==> src/verilog/ccr_consts.vh <==
// Contract
// - chan2 range code in word 4h bits 15-12
// - chan2 upper 12 result bits in 4h[11:0]
// - chan3 same layout at word 6h
// - chan2 lower 8 result bits in 5h[15:8]
// - chan3 lower 8 result bits in 7h[15:8]
// - 4-bit wrapping count per conversion, bits 7-4
// - check bit 0 is parity over everything
// - check bits 1-3 from partial XOR terms
`ifndef CCR_CONSTS_VH
`define CCR_CONSTS_VH

// register word offsets
`define CCR_OFS_CH2_HI    4'h4
`define CCR_OFS_CH2_LO    4'h5
`define CCR_OFS_CH3_HI    4'h6
`define CCR_OFS_CH3_LO    4'h7

// field positions, upper word
`define CCR_RANGE_MSB     15
`define CCR_RANGE_LSB     12
`define CCR_UPPER_MSB     11
`define CCR_UPPER_LSB     0

// field positions, lower word
`define CCR_LOWER_MSB     15
`define CCR_LOWER_LSB     8
`define CCR_COUNT_MSB     7
`define CCR_COUNT_LSB     4
`define CCR_CHECK_MSB     3
`define CCR_CHECK_LSB     0

// widths and reset values
`define CCR_WORD_W        16
`define CCR_ADDR_W        4
`define CCR_RESULT_W      20
`define CCR_RST_WORD      16'h0000
`define CCR_RST_NIB       4'h0
`define CCR_RST_RESULT    20'h00000
`define CCR_COUNT_STEP    4'h1

`endif

==> src/verilog/ccr_check_code.v <==
`timescale 1ns/1ps
// check code over range code, 20-bit result and sample count
module ccr_check_code (
  input  wire [3:0]  range_in,
  input  wire [19:0] result_in,
  input  wire [3:0]  count_in,
  output wire [3:0]  check_out
);
  // odd result bits and the every-fourth-bit subset
  wire odd_r  = ^{result_in[19], result_in[17], result_in[15], result_in[13],
                  result_in[11], result_in[9], result_in[7], result_in[5],
                  result_in[3], result_in[1]};
  wire quad_r = ^{result_in[19], result_in[15], result_in[11],
                  result_in[7], result_in[3]};

  // parity terms
  assign check_out[0] = ^{range_in, result_in, count_in};
  assign check_out[1] = count_in[1] ^ count_in[3] ^ odd_r ^
                        range_in[1] ^ range_in[3];
  assign check_out[2] = count_in[3] ^ quad_r ^ range_in[3];
  assign check_out[3] = result_in[3] ^ result_in[11] ^
                        result_in[19];
endmodule // ccr_check_code

==> src/verilog/ccr_result_regs.v <==
`timescale 1ns/1ps
`include "ccr_consts.vh"
// result words for channels 2 and 3 with a host register read port
module ccr_result_regs (
  input  wire        sys_clk_in,
  input  wire        srst_in,
  // conversion results, channel 2
  input  wire        ch2_done_in,
  input  wire [3:0]  ch2_range_in,
  input  wire [19:0] ch2_result_in,
  // conversion results, channel 3
  input  wire        ch3_done_in,
  input  wire [3:0]  ch3_range_in,
  input  wire [19:0] ch3_result_in,
  // host register port
  input  wire [3:0]  reg_addr_in,
  input  wire        reg_rd_in,
  input  wire        reg_wr_in,
  output reg  [15:0] reg_rdata_out,
  output reg         reg_rvalid_out,
  output reg         reg_hit_out,
  output reg         reg_wr_refused_out
);
  // stored fields per channel
  reg  [3:0]  chan2_range_code;
  reg  [11:0] chan2_result_upper;
  reg  [7:0]  chan2_result_lower;
  reg  [3:0]  chan2_sample_count;
  reg  [3:0]  chan2_check_code;
  reg  [3:0]  chan3_range_code;
  reg  [11:0] chan3_result_upper;
  reg  [7:0]  chan3_result_lower;
  reg  [3:0]  chan3_sample_count;
  reg  [3:0]  chan3_check_code;

  // lower-word snapshots taken when the upper word is read
  reg  [15:0] chan2_lo_shadow;
  reg         chan2_shadow_valid;
  reg  [15:0] chan3_lo_shadow;
  reg         chan3_shadow_valid;

  wire [3:0]  next_chan2_count;
  wire [3:0]  next_chan3_count;
  wire [3:0]  next_chan2_check;
  wire [3:0]  next_chan3_check;
  wire [15:0] chan2_hi_word;
  wire [15:0] chan2_lo_word;
  wire [15:0] chan3_hi_word;
  wire [15:0] chan3_lo_word;
  reg  [15:0] next_rdata;
  reg         next_hit;
  wire        ro_target;

  // counts advance by one per conversion and wrap at 4 bits
  assign next_chan2_count = chan2_sample_count + `CCR_COUNT_STEP;
  assign next_chan3_count = chan3_sample_count + `CCR_COUNT_STEP;

  // check codes are built from the values about to be stored
  ccr_check_code u_chan2_check (
    .range_in  (ch2_range_in),
    .result_in (ch2_result_in),
    .count_in  (next_chan2_count),
    .check_out (next_chan2_check)
  );

  ccr_check_code u_chan3_check (
    .range_in  (ch3_range_in),
    .result_in (ch3_result_in),
    .count_in  (next_chan3_count),
    .check_out (next_chan3_check)
  );

  // channel 2 capture on completed conversion
  always @(posedge sys_clk_in)
  begin
    if (srst_in)
    begin
      chan2_range_code   <= `CCR_RST_NIB;
      chan2_result_upper <= 12'h000;
      chan2_result_lower <= 8'h00;
      chan2_sample_count <= `CCR_RST_NIB;
      chan2_check_code   <= `CCR_RST_NIB;
    end
    else if (ch2_done_in)
    begin
      chan2_range_code   <= ch2_range_in;
      chan2_result_upper <= ch2_result_in[19:8];
      chan2_result_lower <= ch2_result_in[7:0];
      chan2_sample_count <= next_chan2_count;
      chan2_check_code   <= next_chan2_check;
    end
  end

  // channel 3 capture on completed conversion
  always @(posedge sys_clk_in)
  begin
    if (srst_in)
    begin
      chan3_range_code   <= `CCR_RST_NIB;
      chan3_result_upper <= 12'h000;
      chan3_result_lower <= 8'h00;
      chan3_sample_count <= `CCR_RST_NIB;
      chan3_check_code   <= `CCR_RST_NIB;
    end
    else if (ch3_done_in)
    begin
      chan3_range_code   <= ch3_range_in;
      chan3_result_upper <= ch3_result_in[19:8];
      chan3_result_lower <= ch3_result_in[7:0];
      chan3_sample_count <= next_chan3_count;
      chan3_check_code   <= next_chan3_check;
    end
  end

  // word assembly
  assign chan2_hi_word = {chan2_range_code, chan2_result_upper};
  assign chan3_hi_word = {chan3_range_code, chan3_result_upper};
  assign chan2_lo_word = {chan2_result_lower, chan2_sample_count,
                          chan2_check_code};
  assign chan3_lo_word = {chan3_result_lower, chan3_sample_count,
                          chan3_check_code};

  // snapshot keeps an upper/lower read pair from one conversion
  always @(posedge sys_clk_in)
  begin
    if (srst_in)
    begin
      chan2_lo_shadow    <= `CCR_RST_WORD;
      chan2_shadow_valid <= 1'b0;
      chan3_lo_shadow    <= `CCR_RST_WORD;
      chan3_shadow_valid <= 1'b0;
    end
    else if (reg_rd_in)
    begin
      if (reg_addr_in == `CCR_OFS_CH2_HI)
      begin
        chan2_lo_shadow    <= chan2_lo_word;
        chan2_shadow_valid <= 1'b1;
      end
      else if (reg_addr_in == `CCR_OFS_CH2_LO)
        chan2_shadow_valid <= 1'b0;
      if (reg_addr_in == `CCR_OFS_CH3_HI)
      begin
        chan3_lo_shadow    <= chan3_lo_word;
        chan3_shadow_valid <= 1'b1;
      end
      else if (reg_addr_in == `CCR_OFS_CH3_LO)
        chan3_shadow_valid <= 1'b0;
    end
  end

  // read decode; unmapped offsets read as zero
  always @*
  begin
    next_rdata = `CCR_RST_WORD;
    next_hit   = 1'b1;
    case (reg_addr_in)
      `CCR_OFS_CH2_HI: next_rdata = chan2_hi_word;
      `CCR_OFS_CH2_LO: next_rdata = chan2_shadow_valid ? chan2_lo_shadow
                                                        : chan2_lo_word;
      `CCR_OFS_CH3_HI: next_rdata = chan3_hi_word;
      `CCR_OFS_CH3_LO: next_rdata = chan3_shadow_valid ? chan3_lo_shadow
                                                        : chan3_lo_word;
      default:
      begin
        next_rdata = `CCR_RST_WORD;
        next_hit   = 1'b0;
      end
    endcase
  end

  // writes to the result words change nothing and are flagged
  assign ro_target = (reg_addr_in >= `CCR_OFS_CH2_HI) &&
                     (reg_addr_in <= `CCR_OFS_CH3_LO);

  // registered read answer, one cycle after the strobe
  always @(posedge sys_clk_in)
  begin
    if (srst_in)
    begin
      reg_rdata_out      <= `CCR_RST_WORD;
      reg_rvalid_out     <= 1'b0;
      reg_hit_out        <= 1'b0;
      reg_wr_refused_out <= 1'b0;
    end
    else
    begin
      reg_rvalid_out     <= reg_rd_in;
      reg_wr_refused_out <= reg_wr_in && ro_target;
      if (reg_rd_in)
      begin
        reg_rdata_out <= next_rdata;
        reg_hit_out   <= next_hit;
      end
    end
  end
endmodule // ccr_result_regs
==> config.mk <==
export PLATFORM = sky130hd
export DESIGN_NAME = ccr_result_regs
export DESIGN_NICKNAME = d
export VERILOG_FILES = /design/src/verilog/ccr_check_code.v /design/src/verilog/ccr_result_regs.v
export VERILOG_INCLUDE_DIRS = /design/src /design/src/verilog
export SDC_FILE = /design/constraint.sdc
export NUM_CORES = 1
export LEC_CHECK = 0
export BUFFER_PORTS_ARGS = -buffer_cell sky130_fd_sc_hd__buf_2
export CAP_MARGIN = 20
export CORE_MARGIN = 2
export CORE_UTILIZATION = 45
export DETAILED_ROUTE_END_ITERATION = 7
export MAX_ROUTING_LAYER = met4
export PLACE_DENSITY = 0.61
export SETUP_SLACK_MARGIN = 0.1
export SKIP_CTS_REPAIR_TIMING = 1
export SYNTH_ARGS = -nofsm -noshare
export SYNTH_HDL_FRONTEND = slang
export SYNTH_SLANG_ARGS = --single-unit
==> constraint.sdc <==
create_clock -name sys_clk_in -period 3.1 [get_ports sys_clk_in]
set_input_delay 0.62 -clock sys_clk_in [delete_from_list [all_inputs] [get_ports sys_clk_in]]
set_output_delay 0.62 -clock sys_clk_in [all_outputs]
set_load 0.01 [all_outputs]
Word level (Yosys, flattened, before mapping)
Cells that the tools add are included.
Widths: inputs -> output; s select.

operators by class
  $add $sub $neg = 2
  eq/ne operators = 4
  bitwise operators = 16
  muxes and demuxes = 8
  magnitude comparators = 2
  reduce and logical (&&, ||, !) cells = 15

operators with widths
  operator             count
  $pmux 16 s4          1
  $reduce_xor 28->1    2
  $mux 16              2
  $reduce_xor 10->1    2
  $eq 4x3->1 const B   4
  $xor 1x1->1          16
  $reduce_xor 5->1     2
  $add 4x1->4 const B  2
  $reduce_and 2->1     4
  $mux 1               5
  $ge 4x3->1 const B   1
  $le 4x3->1 const B   1
  $reduce_bool 2->1    2
  $reduce_or 4->1      1
  $logic_and 1x1->1    2

word-level totals
  input port bits = 58
  word-level logic and storage cells = 65
  bits in registers = 117
  output and inout port bits = 19

Logic depth before layout (Yosys ltp)
  word-level depth = 5
  gate-level depth with buffers = 8
  mapped depth without buffers = 7

Cells and area by module
A second synthesis with hierarchy kept.

unflattened totals
  cells, all modules = 586
  area, all modules = 5706.7 um^2

modules (own cells, without submodules)
  module           area an instance (um^2)  seq. area each (um^2)  times used  cells an instance
  ccr_result_regs  5176.2                   2342.2                 1           536
  ccr_check_code   265.3                    0.0                    2           25

Worst setup path after synthesis
Ideal clock, no wire load.

  path type = input to register
  from = input port reg_addr_in[3]
  to = register chan2_lo_shadow[10]
  setup slack = 1194 ps
  setup time = 132 ps
  required time = 2968 ps
  path buffers = 2
  data arrival time = 1773 ps
  cell stages on the path = 7
  cells stage by stage = and2b_1 -> nand2_1 -> or3_1 -> clkbuf_1 -> clkbuf_1 -> nand2_1 -> a21oi_1

between the ends
  cells in the longest elaborated chain, start to end = 2

RTL lines
  what                        RTL line               RTL
  start: declaration          ccr_result_regs.v:16   input wire [3:0] reg_addr_in,
  $eq 4x3->1                  n/a
  $reduce_and 2->1 (no line)  n/a
  end signal: assignment      ccr_result_regs.v:128  chan2_lo_shadow <= `CCR_RST_WORD;
  end signal: assignment      ccr_result_regs.v:137  chan2_lo_shadow <= chan2_lo_word;
  end: declaration            ccr_result_regs.v:37   reg [15:0] chan2_lo_shadow;

No other way between the ends.
A chain may end at the register's enable or synchronous reset.

Final worst setup path
  from = input port reg_addr_in[1]
  to = register chan3_lo_shadow[5]

between the ends
  cells in the longest elaborated chain, start to end = 2

RTL lines
  what                        RTL line               RTL
  $eq 4x3->1                  n/a
  $reduce_and 2->1 (no line)  n/a
  end signal: assignment      ccr_result_regs.v:130  chan3_lo_shadow <= `CCR_RST_WORD;
  end signal: assignment      ccr_result_regs.v:144  chan3_lo_shadow <= chan3_lo_word;
  end: declaration            ccr_result_regs.v:39   reg [15:0] chan3_lo_shadow;

No other way between the ends.

==> results.json <==
{
  "num_antenna_cells": 0,
  "r2r_slack_ps": 1200,
  "rsz0062_at_grt": "false",
  "p_leak_uw": 0.002551,
  "p_clk_frac": 0.469,
  "synthTopCellsByArea": "dfxtp_1 (43%), mux2i_1 (19%), xnor2_1 (7.2%)",
  "required_ps": 3440,
  "grt-ovfl-total": 0,
  "wl_met3_um": 847,
  "grt_max_degree": 70,
  "ant_nets": 0,
  "worstSetupPathType": "input pin to flop",
  "grt_usage": 0.2310,
  "cts_tree": "yes",
  "cap_violations": 0,
  "whs_ps": 453.4,
  "seqPwrFrac": 0.404,
  "die_w_um": 114.1,
  "total_power_uw": 4113,
  "routedWlPerCell_um": 16.86,
  "synth.avg_cell_area_um2": 9.062,
  "dr.pass1.iters": 5,
  "netlist-cell-type-count": 33,
  "drive_above_1_share": 0.1722,
  "wl_met1_um": 6189,
  "end_kind": "flop",
  "dp_hpwl_um": 9963,
  "start_util": 0.4580,
  "switchingPower_uw": 1023,
  "rr_startpoint": "chan3_sample_count[0]",
  "dr_total_vias": 4304,
  "nNetsFinal": 716,
  "r2r_cells": 7,
  "wl_met2_um": 6392,
  "yosysWarnings": 0,
  "io-pin-count": 77,
  "hp-class": "flop to flop",
  "relSlewSlack": 0.3636,
  "numCtsBuffers": 17,
  "die_area_um2": 13020,
  "highest_layer": "met4",
  "grt_first_pass_wirelength_um": 21830,
  "drt_first_iter_violations": 304,
  "synth_common_cells": "dfxtp_1 (117), mux2i_1 (104), nor2_1 (78)",
  "critPathArrivalTime_ps": 2410,
  "yosysSeqAreaShare": 0.4294,
  "synth-edff-count": 0,
  "viasPerCell": 5.281,
  "ys_ff_latch": 117,
  "io_buffers": 76,
  "combPwrFrac": 0.126,
  "clock_skew_ps": 6.274,
  "r2r-end": "chan3_check_code[0]",
  "setup_tns_ps": 0,
  "tightest_slew_ps": 953.3,
  "drcViolationCount": 0,
  "post-synth-top-count-cell": "dfxtp_1",
  "hold_viol": 0,
  "syn-cell-area_um2": 5455,
  "antenna_found_initial": 0,
  "period_share": 0.6670,
  "period_needed_ps": 2068,
  "wirelength_um": 13740,
  "synth_nets": 662,
  "slew_viol_final": 0,
  "synthCells": 602,
  "gp_congestion": 0.8484,
  "setup_viol": 0,
  "p_per_area_nw_per_um2": 636.4,
  "core.rowCount": 40,
  "synth_top_area_cell": "dfxtp_1",
  "cts.sinks": 117,
  "yosysTopAreaCellShare": 0.4294,
  "cp-startpoint": "reg_addr_in[1]",
  "synthFlopType": "dfxtp_1",
  "htreeDepth": 4,
  "clkTransAtPathRegs_ps": 60,
  "cts_buffer_depth": 2,
  "outcome": "finished clean",
  "vdd_drop_max_mv": 0.3829,
  "switching_share": 0.2486,
  "cp-endpoint": "chan3_lo_shadow[5]",
  "die_h_um": 114.1,
  "crit_path_max_fanout": 22,
  "num-fill-cells": 1127,
  "root_buffer": "clkbuf_16",
  "fmax_mhz": 483.6,
  "syn_to_final_growth_pct": 18.49,
  "critPathLaunchType": "input pin",
  "intPower_uw": 3091,
  "core-area_um2": 11910,
  "grt_pass1_vias": 4114,
  "insertion_delay_ps": 420,
  "ys_async_sr_fraction": 0
}
sequential cells by signal, summed over array words and instances (netlist names), 4 cells and up:
signal,flops
chan2_lo_shadow,16
chan3_lo_shadow,16
reg_rdata_out,16
chan2_result_upper,12
chan3_result_upper,12
chan2_result_lower,8
chan3_result_lower,8
chan2_check_code,4
chan2_range_code,4
chan2_sample_count,4
chan3_check_code,4
chan3_range_code,4
chan3_sample_count,4
power groups by stage:
stage,registers [uW],logic (uW),clock network [uW]
floorplan,1650,403,0
global placement,1690,510,0
detailed placement,1690,521,0
CTS,1660,525,1960
global route,1670,571,2040
finish,1660,520,1930
cells by family (layout without fill, tap and decap cells):
kind of cell / count (synthesis) / count (layout) / share of synthesized area
buffers and inverters: 47 / 113 / 0.03647
adders and majority gates: 2 / 2 / 0.004586
muxes: 104 / 104 / 0.1908
xor gates and xnor gates: 60 / 60 / 0.1030
AOI/OAI and AO/OA: 100 / 100 / 0.09541
DFF: 117 / 117 / 0.4294
and+or+nand+nor: 172 / 172 / 0.1404
cell type report:
class | count | area, um^2 | area share
Sequential cell | 117 | 2342 | 0.3624
Clock inverter | 8 | 98.84 | 0.01529
Tap cell | 147 | 183.9 | 0.02846
Inverter | 1 | 3.754 | 0.0005807
Timing Repair Buffer | 81 | 432.9 | 0.06698
Clock buffer | 23 | 488.0 | 0.07549
Multi-Input combinational cell | 438 | 2914 | 0.4508
cell usage in the layout, fill, tap and decap left out, types with 3 or more instances in the layout:
master       n
o21ai_1     32
mux2i_1    104
nor2_1      78
nand3b_1     5
clkinv_2     3
xor2_1      12
buf_2       75
clkbuf_8     4
buf_4        5
nand3_1      3
o22ai_1     16
a21oi_1     51
nand2b_1    20
xnor2_1     45
dfxtp_1    117
nand2_1     51
clkbuf_16   17
worst min-delay path by stage:
stage                        start               endpoint  slack (ps)  depth (start not counted)
6_report       chan2_lo_shadow[15]    chan2_lo_shadow[15]         450                          2
5_1_grt                  reg_wr_in     reg_wr_refused_out         460                          2
4_1_cts          ch2_result_in[12]  chan2_result_upper[4]         450                          3
3_5_place_dp    chan2_lo_shadow[4]     chan2_lo_shadow[4]         450                          2
3_3_place_gp    chan2_lo_shadow[5]     chan2_lo_shadow[5]         440                          2
2_1_floorplan   chan2_lo_shadow[0]     chan2_lo_shadow[0]         440                          2
routing by layer:
layer | vias to the layer above | track usage
met1 | 2026 | 0.3016
met3 | 22 | 0.05717
li1 | 2145 | -
met4 | 0 | 0.08699
met5 | - | -
met2 | 111 | 0.3476
critical path: stages:
cell     delay (ps)
buf_2           500
nand2_2         380
nor2_2          620
nand2_1         120
a21oi_1         150
through the flow:
step | worst slack (ps) | instance area (um^2) | cells | utilization
global route | 876.9 | 6464 | 815 | 0.5426
detailed placement | 625.5 | 5877 | 784 | 0.4934
floorplan | 1194 | 5455 | 602 | -
CTS | 1079 | 6464 | 815 | 0.5426
finish | 1032 | 6464 | 815 | 0.5426
global placement | 688.0 | 5877 | 784 | 0.4934
(Power assumes the default switching activity.)
